File: config.mk
export PLATFORM = sky130hd
export DESIGN_NAME = sar_adc_sequencer
export DESIGN_NICKNAME = d
export VERILOG_FILES = /design/src/verilog/adc_clk_gen.v /design/src/verilog/adc_result_pack.v /design/src/verilog/sar_adc_sequencer.v
export VERILOG_INCLUDE_DIRS = /design/src /design/src/verilog
export SDC_FILE = /design/constraint.sdc
export NUM_CORES = 1
export LEC_CHECK = 0
export BUFFER_PORTS_ARGS = -buffer_cell sky130_fd_sc_hd__buf_4
export CORE_ASPECT_RATIO = 1.4
export CORE_MARGIN = 2
export CORE_UTILIZATION = 55
export DETAILED_ROUTE_END_ITERATION = 10
export HOLD_SLACK_MARGIN = 0.15
export PLACE_DENSITY = 0.78
export SLEW_MARGIN = 20
export SYNTH_ARGS = -nofsm -noshare
export SYNTH_HDL_FRONTEND = slang
export SYNTH_SLANG_ARGS = --single-unit
File: constraint.sdc
create_clock -name MCLK -period 5.3 [get_ports MCLK]
set_input_delay 1.06 -clock MCLK [delete_from_list [all_inputs] [get_ports MCLK]]
set_output_delay 1.06 -clock MCLK [all_outputs]
set_load 0.005 [all_outputs]
File: src/verilog/adc_seq_defs.vh
`ifndef ADC_SEQ_DEFS_VH
`define ADC_SEQ_DEFS_VH

// ******************************************************
// register addresses
// ******************************************************
`define ADDR_CONFIG       8'hC3
`define ADDR_CONTROL      8'hC4
`define ADDR_RESULT_LOW   8'hC5
`define ADDR_RESULT_HIGH  8'hC6

// ******************************************************
// control register fields
// ******************************************************
`define CTL_POWER_ON      7
`define CTL_DIFF_MODE     6
`define CTL_AUTOZERO      5
`define CTL_DONE          4
`define CTL_GO            3
`define CTL_CHAN_HI       2
`define CTL_CHAN_LO       0
`define CTL_RESET         8'h00

// ******************************************************
// config register fields
// ******************************************************
`define CFG_CLK_HI        7
`define CFG_CLK_LO        5
`define CFG_RJUST         4
`define CFG_TRIG_HI       1
`define CFG_TRIG_LO       0
`define CFG_RESET         8'h00
`define CFG_WMASK         8'hF3

// ******************************************************
// clock select and trigger codes
// ******************************************************
`define CLKSEL_UART1      3'h6
`define CLKSEL_TIMER3     3'h7
`define TRIG_SOFT         2'h0
`define TRIG_TIMER0       2'h1
`define TRIG_FREE         2'h2
`define TRIG_TIMER3       2'h3

// ******************************************************
// timing
// ******************************************************
`define CONV_CYCLES       5'd24
`define CONV_LAST         5'd23
`define RESULT_ZERO       12'h000
`define SAR_BITS          5'd12
`define SAR_MSB           4'd11
`define COUNT_ZERO        5'd0
`define COUNT_STEP        5'd1

`endif

File: src/verilog/adc_clk_gen.v
`timescale 1ns/1ns
`default_nettype none
`include "adc_seq_defs.vh"

// ******************************************************
// conversion clock tick generator
// ******************************************************
module adc_clk_gen (
  input  wire       clk,
  input  wire       rst,
  input  wire       enable,
  input  wire [2:0] sel,
  input  wire       uart1_tick,
  input  wire       timer3_tick,
  output reg        tick
);

  reg  [6:0] sys_count;
  reg        half;
  wire [6:0] next_sys_count;
  wire       src_tick;
  wire       sys_wrap;

  // sys divider wraps at 2^(sel+1)-1
  assign next_sys_count = sys_count + 7'h01;
  assign sys_wrap       = (sys_count == ((7'h02 << sel) - 7'h01));

  // source tick: direct sys division, or half rate of an overflow
  assign src_tick = (sel == `CLKSEL_UART1)  ? uart1_tick :
                    (sel == `CLKSEL_TIMER3) ? timer3_tick : 1'b0;

  // divide and emit one-cycle tick
  always @(posedge clk or posedge rst) begin
    if (rst) begin
      sys_count <= 7'h00;
      half      <= 1'b0;
      tick      <= 1'b0;
    end else if (!enable) begin
      sys_count <= 7'h00;
      half      <= 1'b0;
      tick      <= 1'b0;
    end else if (sel >= `CLKSEL_UART1) begin
      sys_count <= 7'h00;
      if (src_tick) begin
        half <= ~half;
      end
      tick <= src_tick & half;
    end else begin
      sys_count <= sys_wrap ? 7'h00 : next_sys_count;
      tick      <= sys_wrap;
    end
  end

endmodule // adc_clk_gen
`default_nettype wire

File: src/verilog/adc_result_pack.v
`timescale 1ns/1ns
`default_nettype none
`include "adc_seq_defs.vh"

// ******************************************************
// justifies a 12-bit result into two bytes
// ******************************************************
module adc_result_pack (
  input  wire        right_justify,
  input  wire [11:0] value,
  output wire [7:0]  high_byte,
  output wire [7:0]  low_byte
);

  // unused positions read zero
  assign high_byte = right_justify ? {4'h0, value[11:8]} : value[11:4];
  assign low_byte  = right_justify ? value[7:0] : {value[3:0], 4'h0};

endmodule // adc_result_pack
`default_nettype wire

File: src/verilog/sar_adc_sequencer.v
// Contract
// - power bit off keeps converter shut down
// - clock select picks divider or overflow
// - conversion lasts 24 conversion clocks
// - completion clears go (soft trigger only), sets flag, loads
// - no start while busy or flag high
// - write one starts, write zero ignored
// - flag sticky until written zero; interrupt
// - timer or free triggers keep converting
// - single-ended routes pin of chan_sel
// - differential uses pin pairs, signed result; the result loads the same SAR value as single-ended
// - bit six selects differential mode
// - bit five enables auto-zero
// - left justify: 8 high, 4 low top
// - right justify: 4 high low, 8 low
// - split timer3 uses low-byte overflow
// - conversion in idle completes and wakes
// - trigger select chooses start source
// - unused result bits read zero
`timescale 1ns/1ns
`default_nettype none
`include "adc_seq_defs.vh"

module sar_adc_sequencer (
  input  wire        MCLK,
  input  wire        RST,
  input  wire [7:0]  SFR_ADDR,
  input  wire        SFR_WR,
  input  wire [7:0]  SFR_WDATA,
  output reg  [7:0]  SFR_RDATA,
  input  wire        ADC_IRQ_EN,
  input  wire        TIMER0_OVERFLOW_TICK,
  input  wire        TIMER3_OVERFLOW_TICK,
  input  wire        TIMER3_LOW_OVERFLOW_TICK,
  input  wire        TIMER3_SPLIT,
  input  wire        UART1_RATE_OVERFLOW_TICK,
  output wire        ADC_POWER_ON,
  output wire        DIFF_MODE,
  output wire        AUTOZERO_ON,
  output wire [7:0]  PIN_SEL_POS,
  output wire [7:0]  PIN_SEL_NEG,
  output reg         SAR_SAMPLE,
  output reg         SAR_CLK_TICK,
  input  wire        COMP_OUT,
  output wire        ADC_IRQ
);

  // ******************************************************
  // registers and internal signals
  // ******************************************************
  reg  [7:0]  adc_control;
  reg  [7:0]  adc_config;
  reg  [11:0] result;
  reg  [11:0] sar;
  reg  [4:0]  count;
  reg         busy;
  reg  [1:0]  comp_sync;
  wire        conv_tick;
  wire        timer3_sel_tick;
  wire        power_on;
  wire        conv_go;
  wire        conv_done_flag;
  wire [2:0]  chan_sel;
  wire [1:0]  trigger_sel;
  wire        hw_trigger;
  wire        start;
  wire        finish;
  wire        wr_control;
  wire        wr_config;
  wire [7:0]  result_high;
  wire [7:0]  result_low;
  wire [11:0] next_sar;
  wire [3:0]  bit_index;

  assign power_on       = adc_control[`CTL_POWER_ON];
  assign conv_go        = adc_control[`CTL_GO];
  assign conv_done_flag = adc_control[`CTL_DONE];
  assign chan_sel       = adc_control[`CTL_CHAN_HI:`CTL_CHAN_LO];
  assign trigger_sel    = adc_config[`CFG_TRIG_HI:`CFG_TRIG_LO];
  assign wr_control     = SFR_WR && (SFR_ADDR == `ADDR_CONTROL);
  assign wr_config      = SFR_WR && (SFR_ADDR == `ADDR_CONFIG);

  // ******************************************************
  // comparator synchroniser
  // ******************************************************
  always @(posedge MCLK or posedge RST) begin
    if (RST) begin
      comp_sync <= 2'b00;
    end else begin
      comp_sync <= {comp_sync[0], COMP_OUT};
    end
  end

  // ******************************************************
  // conversion clock
  // ******************************************************
  // split low-byte overflow
  assign timer3_sel_tick = TIMER3_SPLIT ? TIMER3_LOW_OVERFLOW_TICK : TIMER3_OVERFLOW_TICK;

  adc_clk_gen u_clk_gen (
    .clk         (MCLK),
    .rst         (RST),
    .enable      (power_on),
    .sel         (adc_config[`CFG_CLK_HI:`CFG_CLK_LO]),
    .uart1_tick  (UART1_RATE_OVERFLOW_TICK),
    .timer3_tick (timer3_sel_tick),
    .tick        (conv_tick)
  );

  // ******************************************************
  // start and finish conditions
  // ******************************************************
  // start source select
  assign hw_trigger = (trigger_sel == `TRIG_FREE) ||
                      ((trigger_sel == `TRIG_TIMER0) && TIMER0_OVERFLOW_TICK) ||
                      ((trigger_sel == `TRIG_TIMER3) && timer3_sel_tick);

  // block while flag high; repeat on triggers
  assign start = power_on && conv_go && !busy && !conv_done_flag &&
                 ((trigger_sel == `TRIG_SOFT) || hw_trigger);

  assign finish = busy && conv_tick && (count == `CONV_LAST);

  // successive approximation step: current bit kept per comparator
  assign bit_index = `SAR_MSB - count[3:0];
  assign next_sar  = sar | (comp_sync[1] ? (12'h001 << bit_index) : `RESULT_ZERO);

  // ******************************************************
  // conversion sequencer
  // ******************************************************
  always @(posedge MCLK or posedge RST) begin
    if (RST) begin
      busy         <= 1'b0;
      count        <= `COUNT_ZERO;
      sar          <= `RESULT_ZERO;
      SAR_SAMPLE   <= 1'b0;
      SAR_CLK_TICK <= 1'b0;
    end else begin
      SAR_CLK_TICK <= busy && conv_tick;
      if (!power_on) begin
        busy       <= 1'b0;
        count      <= `COUNT_ZERO;
        SAR_SAMPLE <= 1'b0;
      end else if (start) begin
        busy       <= 1'b1;
        count      <= `COUNT_ZERO;
        sar        <= `RESULT_ZERO;
        SAR_SAMPLE <= 1'b1;
      end else if (busy && conv_tick) begin
        SAR_SAMPLE <= 1'b0;
        if (count < `SAR_BITS) begin
          sar <= next_sar;
        end
        if (count == `CONV_LAST) begin
          busy  <= 1'b0;
          count <= `COUNT_ZERO;
        end else begin
          count <= count + `COUNT_STEP;
        end
      end
    end
  end

  // ******************************************************
  // result holding register
  // ******************************************************
  // hold until next completion
  always @(posedge MCLK or posedge RST) begin
    if (RST) begin
      result <= `RESULT_ZERO;
    end else if (power_on && finish) begin
      // load at completion; the same SAR value in both modes
      result <= sar;
    end
  end

  // ******************************************************
  // control register
  // ******************************************************
  always @(posedge MCLK or posedge RST) begin
    if (RST) begin
      adc_control <= `CTL_RESET;
    end else begin
      if (wr_control) begin
        adc_control[`CTL_POWER_ON]            <= SFR_WDATA[`CTL_POWER_ON];
        adc_control[`CTL_DIFF_MODE]           <= SFR_WDATA[`CTL_DIFF_MODE];
        adc_control[`CTL_AUTOZERO]            <= SFR_WDATA[`CTL_AUTOZERO];
        adc_control[`CTL_CHAN_HI:`CTL_CHAN_LO] <= SFR_WDATA[`CTL_CHAN_HI:`CTL_CHAN_LO];
        if (!SFR_WDATA[`CTL_DONE]) begin
          adc_control[`CTL_DONE] <= 1'b0;
        end
        if (SFR_WDATA[`CTL_GO]) begin
          adc_control[`CTL_GO] <= 1'b1;
        end
      end
      // completion clears go in soft trigger mode, sets flag; set wins
      if (power_on && finish) begin
        adc_control[`CTL_DONE] <= 1'b1;
        if (trigger_sel == `TRIG_SOFT) begin
          adc_control[`CTL_GO] <= 1'b0;
        end
      end
      // shutdown stops repeats
      if (!power_on && !(wr_control && SFR_WDATA[`CTL_POWER_ON])) begin
        adc_control[`CTL_GO] <= 1'b0;
      end
    end
  end

  // ******************************************************
  // config register
  // ******************************************************
  always @(posedge MCLK or posedge RST) begin
    if (RST) begin
      adc_config <= `CFG_RESET;
    end else if (wr_config) begin
      adc_config <= SFR_WDATA & `CFG_WMASK;
    end
  end

  // ******************************************************
  // result justification and read mux
  // ******************************************************
  // justification, zero fill
  adc_result_pack u_pack (
    .right_justify (adc_config[`CFG_RJUST]),
    .value         (result),
    .high_byte     (result_high),
    .low_byte      (result_low)
  );

  // registered read data
  always @(posedge MCLK or posedge RST) begin
    if (RST) begin
      SFR_RDATA <= 8'h00;
    end else begin
      case (SFR_ADDR)
        `ADDR_CONFIG:      SFR_RDATA <= adc_config;
        `ADDR_CONTROL:     SFR_RDATA <= adc_control;
        `ADDR_RESULT_LOW:  SFR_RDATA <= result_low;
        `ADDR_RESULT_HIGH: SFR_RDATA <= result_high;
        default:           SFR_RDATA <= 8'h00;
      endcase
    end
  end

  // ******************************************************
  // analog side controls
  // ******************************************************
  // power output
  assign ADC_POWER_ON = power_on;
  assign DIFF_MODE    = adc_control[`CTL_DIFF_MODE];
  assign AUTOZERO_ON  = adc_control[`CTL_AUTOZERO];
  // single pin; even positive, odd negative
  assign PIN_SEL_POS  = !power_on ? 8'h00 :
                        DIFF_MODE ? (8'h01 << {chan_sel[2:1], 1'b0}) : (8'h01 << chan_sel);
  assign PIN_SEL_NEG  = (power_on && DIFF_MODE) ? (8'h02 << {chan_sel[2:1], 1'b0}) : 8'h00;

  assign ADC_IRQ = conv_done_flag && ADC_IRQ_EN;

endmodule // sar_adc_sequencer
`default_nettype wire
==> results of run 1 <==
[path summary, 6_finish.rpt]
kind / from / to / slack, ns / cells past startpoint
hold reg to reg: comp_sync[0]$_DFF_PP0_ / comp_sync[1]$_DFF_PP0_ / 0.35 / 0
setup reg to reg: adc_config[6]$_DFFE_PP0P_ / u_clk_gen.sys_count[6]$_DFF_PP0_ / 2.70 / 7
hold / removal: comp_sync[0]$_DFF_PP0_ / comp_sync[1]$_DFF_PP0_ / 0.35 / 0
setup / recovery: adc_control[7]$_DFFE_PP0P_ / PIN_SEL_POS[0] / 2.43 / 3
max in group asynchronous: RST / sar[1]$_DFFE_PP0P_ / 3.81 / 3
min in group asynchronous: RST / count[3]$_DFFE_PP0P_ / 0.96 / 3
[registers in the layout, summed over array words and instances, names as in the netlist, 2 cells and up]
signal	count
u_clk_gen.sys_count	7
SFR_RDATA	8
comp_sync	2
result	12
count	5
adc_config	6
sar	12
adc_control	8
[cell usage in the layout, fill, tap and decap left out, types with 2 or more instances in the layout]
master / count
a22oi_1: 2
nand3b_1: 2
nor2b_1: 3
nor2_1: 38
nand2b_1: 8
inv_1: 11
nor4_1: 2
a2111oi_0: 2
and2_1: 3
clkbuf_8: 11
buf_4: 52
o21ai_0: 13
a31oi_1: 4
nand4_1: 3
a21o_1: 2
conb_1: 4
xnor2_1: 4
nand3_1: 18
and3_1: 7
a211oi_1: 3
dfrtp_1: 65
clkinv_2: 2
mux2i_1: 9
a21oi_1: 27
xor2_1: 6
nand2_1: 20
a31o_2: 2
mux2_2: 24
ha_1: 10
nor3_1: 7
[per-layer routing]
layer	vias to the layer above	part of all wire [%]	track usage [%]
met1	1276	39	27.4
met2	68	54	40.1
met4	0	1.9	8.73
met5	-	0	0
met3	12	4.7	5.10
li1	1266	-	-
[area by class of cell]
| class | instances | share of cell area, % |
|---|---|---|
| clock buffers | 12 | 3.92 |
| clock inverters | 3 | 1.01 |
| inverters | 12 | 1.14 |
| multi-input cells | 241 | 40.7 |
| flip-flops and latches | 65 | 41.1 |
| well taps | 70 | 2.21 |
| repair buffers | 52 | 9.87 |
[report_power, final]
group / internal, W / leakage [nW] / switching (W)
Sequential: 0.000502 / 0.834 / 0.0000125
Clock: 0.000239 / 0.102 / 0.000176
Combinational: 0.0000350 / 0.893 / 0.0000390
[per-stage QoR]
step	instance area [sq um]	std cells	setup slack (ns)
3_3_place_gp	3760	440	2.52
6_report	3960	455	2.43
4_1_cts	3960	455	2.46
3_5_place_dp	3760	440	2.40
5_1_grt	3960	455	2.33
2_1_floorplan	3400	336	2.61
[kinds of logic (layout without fill, tap and decap cells)]
logic type,count (synthesis),after routing,synth area share (%)
AO/OA/AOI/OAI,63,63,11.3
XOR/XNOR,10,10,2.59
adder cells (fa/ha/maj),10,10,3.70
buffers and inverters,30,79,4.66
flip-flops,65,65,48.1
multiplexers,33,33,10.6
other,1,4,0.111
AND/OR/NAND/NOR,121,121,18.9
[worst max-delay path: stages (launching register included)]
cell	delay [ns]
dfrtp_1	0.75
o21ai_0	0.36
nor3_1	0.22
buf_4	0.14
==> flow_summary.toml, run 1 <==
[synth]
synthCells = 333
yosys_warnings = 0
synth_common_cells = "dfrtp_1 (65), nor2_1 (38), a21oi_1 (27), mux2_2 (24), nand2_1 (20)"
synth_edf_count = 0
syn_avg_cell_area_sq_um = 10.2
yosysSeqAreaShare_pct = 48.1
synthArstFlopShare_pct = 100
synth_seq_cells = 65
synth.distinct_cells = 50
synth_area_leaders = "dfrtp_1 (48%), mux2_2 (8.0%), nor2_1 (4.2%), a21oi_1 (4.0%), ha_1 (3.7%)"
synth_most_common_cell = "dfrtp_1"
netlist_area_sq_um = 3380
synth_flop_cell = "dfrtp_1"
synth_top_area_cell = "dfrtp_1"
synth_top_area_share_pct = 48.1

[pwr]
peakVddDrop_mv = 0.149
leakagePower_nw = 1.83
p_total_w = 0.00100
cellPowerDensity_nw_per_um2 = 253

[sta]
timing.fmax_mhz = 348
rsz0062_at_grt = "no"
timing.hold.ws_ns = 0.349
relSlewSlack_pct = 46.6
finClkSkew_ns = 0.0115
setup-violations-final = 0
slew_violations = 0
worstMarginPinSlew_ns = 0.801
fin_crit_sh_pct = 54.2
tns_ns = 0
period_needed_ns = 2.87
timing_hold_violations_final = 0

[clocking]
htree_levels = 3
clock_latency_ns = 0.34
cts.sink_count = 65
path_clk_slew_ns = 0.07
clock-root-buffer = "clkbuf_8"
cts_hold_repair.buffers = 0
clk_path_buf_depth = 2
cts_setup_buffers = 0
cts_tree = "done"
cts_buffers = 9
cts_resized = 0

[global_routing]
antenna_found_initial = 0
grt_pass1_wl_mm = 12.4
grt_overflow = 0
grt_usage_pct = 23.0
grt_pass1_vias = 2584
grt_max_degree = 66

[floorplanning]
rows = 33
die_w_microns = 70.3
die_h_microns = 96.8
start_util_pct = 57.3
fp.coreArea_sq_um = 5900
dieArea_sq_um = 6810
io-pin-count = 56

[drt]
drt-initial-drc-count = 137
vias = 2622
dr.pass1.iters = 4
ant_nets = 0
post-route-drc-count = 0
totalWireLength_mm = 7.34
wl_per_cell_microns = 16.1
viasPerCell = 5.76

[final_layout]
fill_cells = 477
utilization_pct = 67.0
fin_nets = 417
synthToLayoutAreaGrowth_pct = 16.9
regArea_sq_um = 1630
multi_input_area_sq_um = 1610
drive_gt1_share_pct = 26.0
antennaDiodeCount = 0

[critical_path]
criticalPathCategory = "reg2out"
start_kind = "flop"
cp.required_ns = 4.24
cp.arrival_ns = 1.81
cp_max_fo = 18
end_kind = "output pin"

[place]
hpwl_mm = 5.43
globalplace.congestion = 0.821
numPortBuffers = 51

[run_status]
status = "complete, no violations"

[run]
maxCapViolCount = 0

[worst_hold_path]
min_path_type = "reg2reg"
Note: power is estimated with default switching activity, not from simulation.
==> run 2, diff against run 1 <==
- ABC_AREA: unset -> 1
- clock period: 5.3 -> 2.96 ns (I/O delays scaled with it)
==> run 2 against run 1 <==
Against the previous run: synthesized cell count grew 26%; setup slack lost 1.6 ns; register-to-register slack got worse by 1.6 ns; sequential cell count unchanged; critical path depth is the same; clock-buffer cell count decreased by 2; combinational power increased to 2.6 times the previous value; clock power is 110% higher; utilization is essentially flat; wire length grew 4.5%.
==> flow_summary.toml, run 2 <==
[run_status]
status = "complete, no violations"

[sta]
relSlewSlack_pct = 47.7
timing.fmax_mhz = 462
timing_hold_violations_final = 0
setup-violations-final = 0
fin_crit_sh_pct = 73.1
worstMarginPinSlew_ns = 0.784
tns_ns = 0
setup_slack_ns = 0.796
finClkSkew_ns = 0.0107
rsz0062_at_grt = "no"
period_needed_ns = 2.16
slew_violations = 0

[synth]
netlist_area_sq_um = 3490
synth_flop_cell = "dfrtp_1"
synth_top_area_share_pct = 46.6
synth_most_common_cell = "nand2_1"
synth.distinct_cells = 35
syn_avg_cell_area_sq_um = 8.30
synth_seq_cells = 65
synth_common_cells = "nand2_1 (94), dfrtp_1 (65), inv_1 (46), nand3_1 (36), nor2_1 (31)"
yosys_warnings = 0
synth_edf_count = 0
synth_top_area_cell = "dfrtp_1"
synthArstFlopShare_pct = 100
synth_area_leaders = "dfrtp_1 (47%), nand2_1 (10%), nand3_1 (5.2%), inv_1 (4.9%), ha_1 (3.6%)"
synthCells = 421
yosysSeqAreaShare_pct = 46.6

[pwr]
leakagePower_nw = 2.10
peakVddDrop_mv = 0.338
cellPowerDensity_nw_per_um2 = 485

[floorplanning]
fp.coreArea_sq_um = 6170
io-pin-count = 56
start_util_pct = 56.6
dieArea_sq_um = 7010
die_h_microns = 98.3
die_w_microns = 71.4
rows = 34

[drt]
wl_per_cell_microns = 13.8
viasPerCell = 5.28
totalWireLength_mm = 7.67
ant_nets = 0
dr.pass1.iters = 4
post-route-drc-count = 0
drt-initial-drc-count = 163
vias = 2927

[worst_hold_path]
min_path_type = "in2reg"
min-delay-start = "COMP_OUT"

[place]
hpwl_mm = 5.70
numPortBuffers = 51
globalplace.congestion = 0.845
post-place-ws_ns = 0.957

[critical_path]
path_depth = 3
reg2reg_slack_ns = 1.06
rr_endpoint = "u_clk_gen.sys_count[6]$_DFF_PP0_"
critPathSlowestCell = "dfrtp_1"
crit_path_end = "PIN_SEL_NEG[1]"
critPathMaxStageDelay_ns = 0.62
critical_path.startpoint = "adc_control[7]$_DFFE_PP0P_"
criticalPathCategory = "reg2out"
cp_top_family = "flip-flops"
timing.critical_path.buf_inv = 1
cp.arrival_ns = 1.57
end_kind = "output pin"
worstPathCellList = "nand2_1, nor3_1, buf_4"
cp.required_ns = 2.37
r2r-start = "adc_config[6]$_DFFE_PP0P_"
r2r_cells = 12
cp_max_fo = 11
start_kind = "flop"

[clocking]
cts_resized = 0
cts_tree = "done"
clock-root-buffer = "clkbuf_8"
cts.sink_count = 65
cts_buffers = 9
htree_levels = 3
cts_hold_repair.buffers = 0
path_clk_slew_ns = 0.08
clk_path_buf_depth = 2
clock_latency_ns = 0.35
cts_setup_buffers = 0

[final_layout]
final_common_cell = "nand2_1"
top_regs = "result (12), sar (12)"
fill_cells = 501
fin_nets = 513
antennaDiodeCount = 0
synthToLayoutAreaGrowth_pct = 18.3
multi_input_area_sq_um = 1570
regArea_sq_um = 1630
drive_gt1_share_pct = 22.6
final_cell_mix = "nand2_1 (94), dfrtp_1 (65), buf_4 (54), inv_1 (45), nand3_1 (36)"

[global_routing]
grt_usage_pct = 23.6
grt_pass1_wl_mm = 12.9
grt_max_degree = 38
grt_pass1_vias = 2879
grt_overflow = 0
antenna_found_initial = 0

[run]
maxCapViolCount = 0
## run 2: cell families (layout without fill, tap and decap cells)
kind of cell	count (synthesis)	after routing	synth area share, %
buffers and inverters	66	124	8.70
flip-flops	65	65	46.6
multiplexers	4	4	1.15
AND/OR/NAND/NOR	208	208	27.7
XOR/XNOR	7	7	1.76
adder cells (fa/ha/maj)	10	10	3.58
other	1	4	0.107
AO/OA/AOI/OAI	60	60	10.4
## run 2: worst min path at each step
stage	slack [ns]	to	depth (start not counted)
floorplan	0.33	comp_sync[1]$_DFF_PP0_	0
global placement	0.33	comp_sync[1]$_DFF_PP0_	0
detailed placement	0.35	comp_sync[1]$_DFF_PP0_	0
CTS	0.34	comp_sync[0]$_DFF_PP0_	1
global route	0.34	comp_sync[0]$_DFF_PP0_	1
finish	0.35	comp_sync[0]$_DFF_PP0_	1
## run 2: area by class of cell
type	instances	area share [%]
Tap cell	72	2.18
Multi-Input combinational cell	293	38.1
Timing Repair Buffer	54	9.81
Clock inverter	6	2.21
Sequential cell	65	39.4
Inverter	54	5.03
Clock buffer	10	3.33
## run 2: stage by stage
| step | hold slack, ns | instance area, sq um | util [%] | std cells | total power, W |
|---|---|---|---|---|---|
| 2_1_floorplan | 0.331 | 3500 | - | 424 | 0.00108 |
| 3_3_place_gp | 0.332 | 3900 | 63.3 | 538 | 0.00116 |
| 3_5_place_dp | 0.346 | 3900 | 63.3 | 538 | 0.00117 |
| 4_1_cts | 0.339 | 4130 | 67.0 | 554 | 0.00202 |
| 5_1_grt | 0.337 | 4130 | 67.0 | 554 | 0.00209 |
| 6_report | 0.345 | 4130 | 67.0 | 554 | 0.00201 |
## run 2: power by group
part | total [W] | switching, W | internal [W]
logic | 0.000192 | 0.000112 | 0.0000809
registers | 0.000956 | 0.0000348 | 0.000921
clock network | 0.000858 | 0.000360 | 0.000498
## run 2: worst reg2reg max path, stage by stage, from the launching register on
cell	delay, ns
dfrtp_1	0.45
nor2_1	0.24
nand2_1	0.11
ha_1	0.31
inv_1	0.04
nand2_1	0.05
nand3_1	0.06
nor2_1	0.10
nand2_1	0.05
nor2_1	0.12
nand2_1	0.08
nand2_2	0.12
nor2_1	0.06
## run 2: layer usage
layer / routed length (microns) / vias to the layer above / GRT usage [%]
met5: 0 / - / 0
met4: 249 / 0 / 12.5
met3: 385 / 20 / 4.02
met2: 3890 / 88 / 40.5
met1: 3150 / 1341 / 27.8
li1: - / 1478 / -
==> run 3, diff against run 2 <==
- ABC_AREA: 1 -> 0
- CORE_UTILIZATION: 55 -> 51
- PLACE_DENSITY: 0.78 -> 0.76
- clock period: 2.96 -> 1.8 ns (I/O delays scaled with it)
==> run 3 against run 2 <==
Against the previous run: the run now ends with setup timing left; setup slack worse by 0.94 ns; cell count is 11% lower; worst hold slack worse by 0.11 ns; register-to-register slack worse by 1.2 ns; clock skew is 0.0037 ns lower; sequential cell count stayed put; design area is 5.4% higher; wire length is 0.46% higher; sequential power is 57% higher; combinational power is 56% higher; critical path depth is 4 higher; clock power is 62% higher; critical path type is now reg2reg.
==> flow_summary.toml, run 3 (same netlist as run 1, synthesis figures left out) <==
[worst_hold_path]
min_path_type = "in2reg"
min-delay-start = "SFR_WDATA[0]"

[pwr]
combPwrFrac_pct = 9.4
p_sw_w = 0.000706
swShare_pct = 22.1
peakVddDrop_mv = 0.410
cellPowerDensity_nw_per_um2 = 734
power_frac_seq_pct = 47.0
power.internal_w = 0.00249
leakagePower_nw = 2.02
clock_power_share_pct = 43.6

[place]
globalplace.congestion = 0.927
numPortBuffers = 51
post-place-ws_ns = -0.269
place_area_sq_um = 4060
place_inst = 474
hpwl_mm = 5.85

[critical_path]
cp.required_ns = 2.08
start_kind = "flop"
cp_max_fo = 6
critical_path.startpoint = "adc_config[6]$_DFFE_PP0P_"
end_kind = "flop"
r2r-start = "adc_config[6]$_DFFE_PP0P_"
cp.arrival_ns = 2.22
criticalPathCategory = "reg2reg"

[clocking]
clock_latency_ns = 0.35
clock-root-buffer = "clkbuf_8"
htree_levels = 3
cts_buffers = 9
cts.sink_count = 65
clk_path_buf_depth = 2
cts_tree = "done"
path_clk_slew_ns = 0.07

[final_layout]
drive_gt1_share_pct = 33.9
final_cells = 493
fin_nets = 450
fill_cells = 500
antennaDiodeCount = 0
final_cell_mix = "buf_4 (80), dfrtp_1 (63), nor2_1 (37), a21oi_1 (25), mux2_2 (24)"
top_regs = "result (12), sar (12)"
final_area_sq_um = 4360
final_common_cell = "buf_4"
synthToLayoutAreaGrowth_pct = 28.7

[global_routing]
grt_usage_pct = 22.5
use_met1_pct = 25.2
use_met2_pct = 40.6
grt_pass1_wl_mm = 12.5
grt_pass1_vias = 2706
use_met3_pct = 3.01
grt_max_degree = 27
grt_overflow = 0
grt.busiest_layer = "met2"
antenna_found_initial = 0

[sta]
worstMarginPinSlew_ns = 0.504
setup-violations-final = 7
finClkSkew_ns = 0.00700
period_needed_ns = 1.94
timing.fmax_mhz = 514
timing_hold_violations_final = 0
rsz0062_at_grt = "yes"
relSlewSlack_pct = 65.6
slew_violations = 0
fin_crit_sh_pct = 108
setup_slack_ns = -0.144
tns_ns = -0.884

[floorplanning]
dieArea_sq_um = 7310
die_h_microns = 100
rows = 35
die_w_microns = 72.9
start_util_pct = 51.9
fp.coreArea_sq_um = 6530
io-pin-count = 56

[drt]
post-route-drc-count = 0
vias = 2717
ant_nets = 0
viasPerCell = 5.51
wl_per_cell_microns = 15.6
totalWireLength_mm = 7.70
dr.pass1.iters = 5
drt-initial-drc-count = 124

[run_status]
violations = "setup timing"
status = "complete, but fails checks"

[run]
maxCapViolCount = 0
-- run 3: through the flow --
stage	hold WS, ns	power, W	util [%]
global route	0.247	0.00330	66.7
global placement	0.333	0.00180	62.2
CTS	0.234	0.00320	66.4
floorplan	0.331	0.00169	-
detailed placement	0.337	0.00180	62.2
finish	0.236	0.00319	66.7
-- run 3: final timing paths --
check	to	slack, ns	cells after the start
worst max-delay path	u_clk_gen.sys_count[1]$_DFF_PP0_	-0.14	7
worst min-delay path	adc_control[0]$_DFFE_PP0P_	0.24	3
worst max register to register	u_clk_gen.sys_count[1]$_DFF_PP0_	-0.14	7
worst min register to register	comp_sync[1]$_DFF_PP0_	0.35	0
max in group asynchronous	adc_control[7]$_DFFE_PP0P_	0.67	4
min in group asynchronous	u_clk_gen.sys_count[5]$_DFF_PP0_	0.60	3
-- run 3: critical path: stages (launching register included) --
cell and delay (ns):
dfrtp_1 0.38, or3_4 0.40, ha_4 0.20, xnor2_4 0.13, a21oi_1 0.12, and4bb_2 0.25
or2_4 0.26, a21boi_1 0.14
-- run 3: area by class of cell --
type	count	area (sq um)	share of cell area [%]
Inverter	12	48.8	1.12
Clock inverter	2	60.1	1.38
Tap cell	74	92.6	2.13
Multi-Input combinational cell	241	1680	38.6
Timing Repair Buffer	85	681	15.6
Sequential cell	65	1630	37.4
Clock buffer	14	163	3.73
-- run 3: layer usage --
metal / vias up / wire length, microns
li1: 1326 / -
met1: 1314 / 3000
met2: 64 / 4250
met3: 13 / 274
met4: 0 / 176
met5: - / 0
-- run 3: what timing repair did --
item	4_1_cts	5_1_grt
cloned	0	0
pin swaps	0	7
setup endpoints to repair	10	14
gates resized for setup	6	6
hold endpoints to repair	19	0
buffers inserted	1	0
hold buffers	2	0
-- run 3: power groups by stage --
stage	Sequential [W]	Combinational (W)	Clock (W)
after CTS	0.00150	0.000294	0.00141
final	0.00150	0.000299	0.00139
after detailed placement	0.00153	0.000276	0
after global placement	0.00153	0.000270	0
after floorplan	0.00152	0.000174	0
after global routing	0.00150	0.000328	0.00147
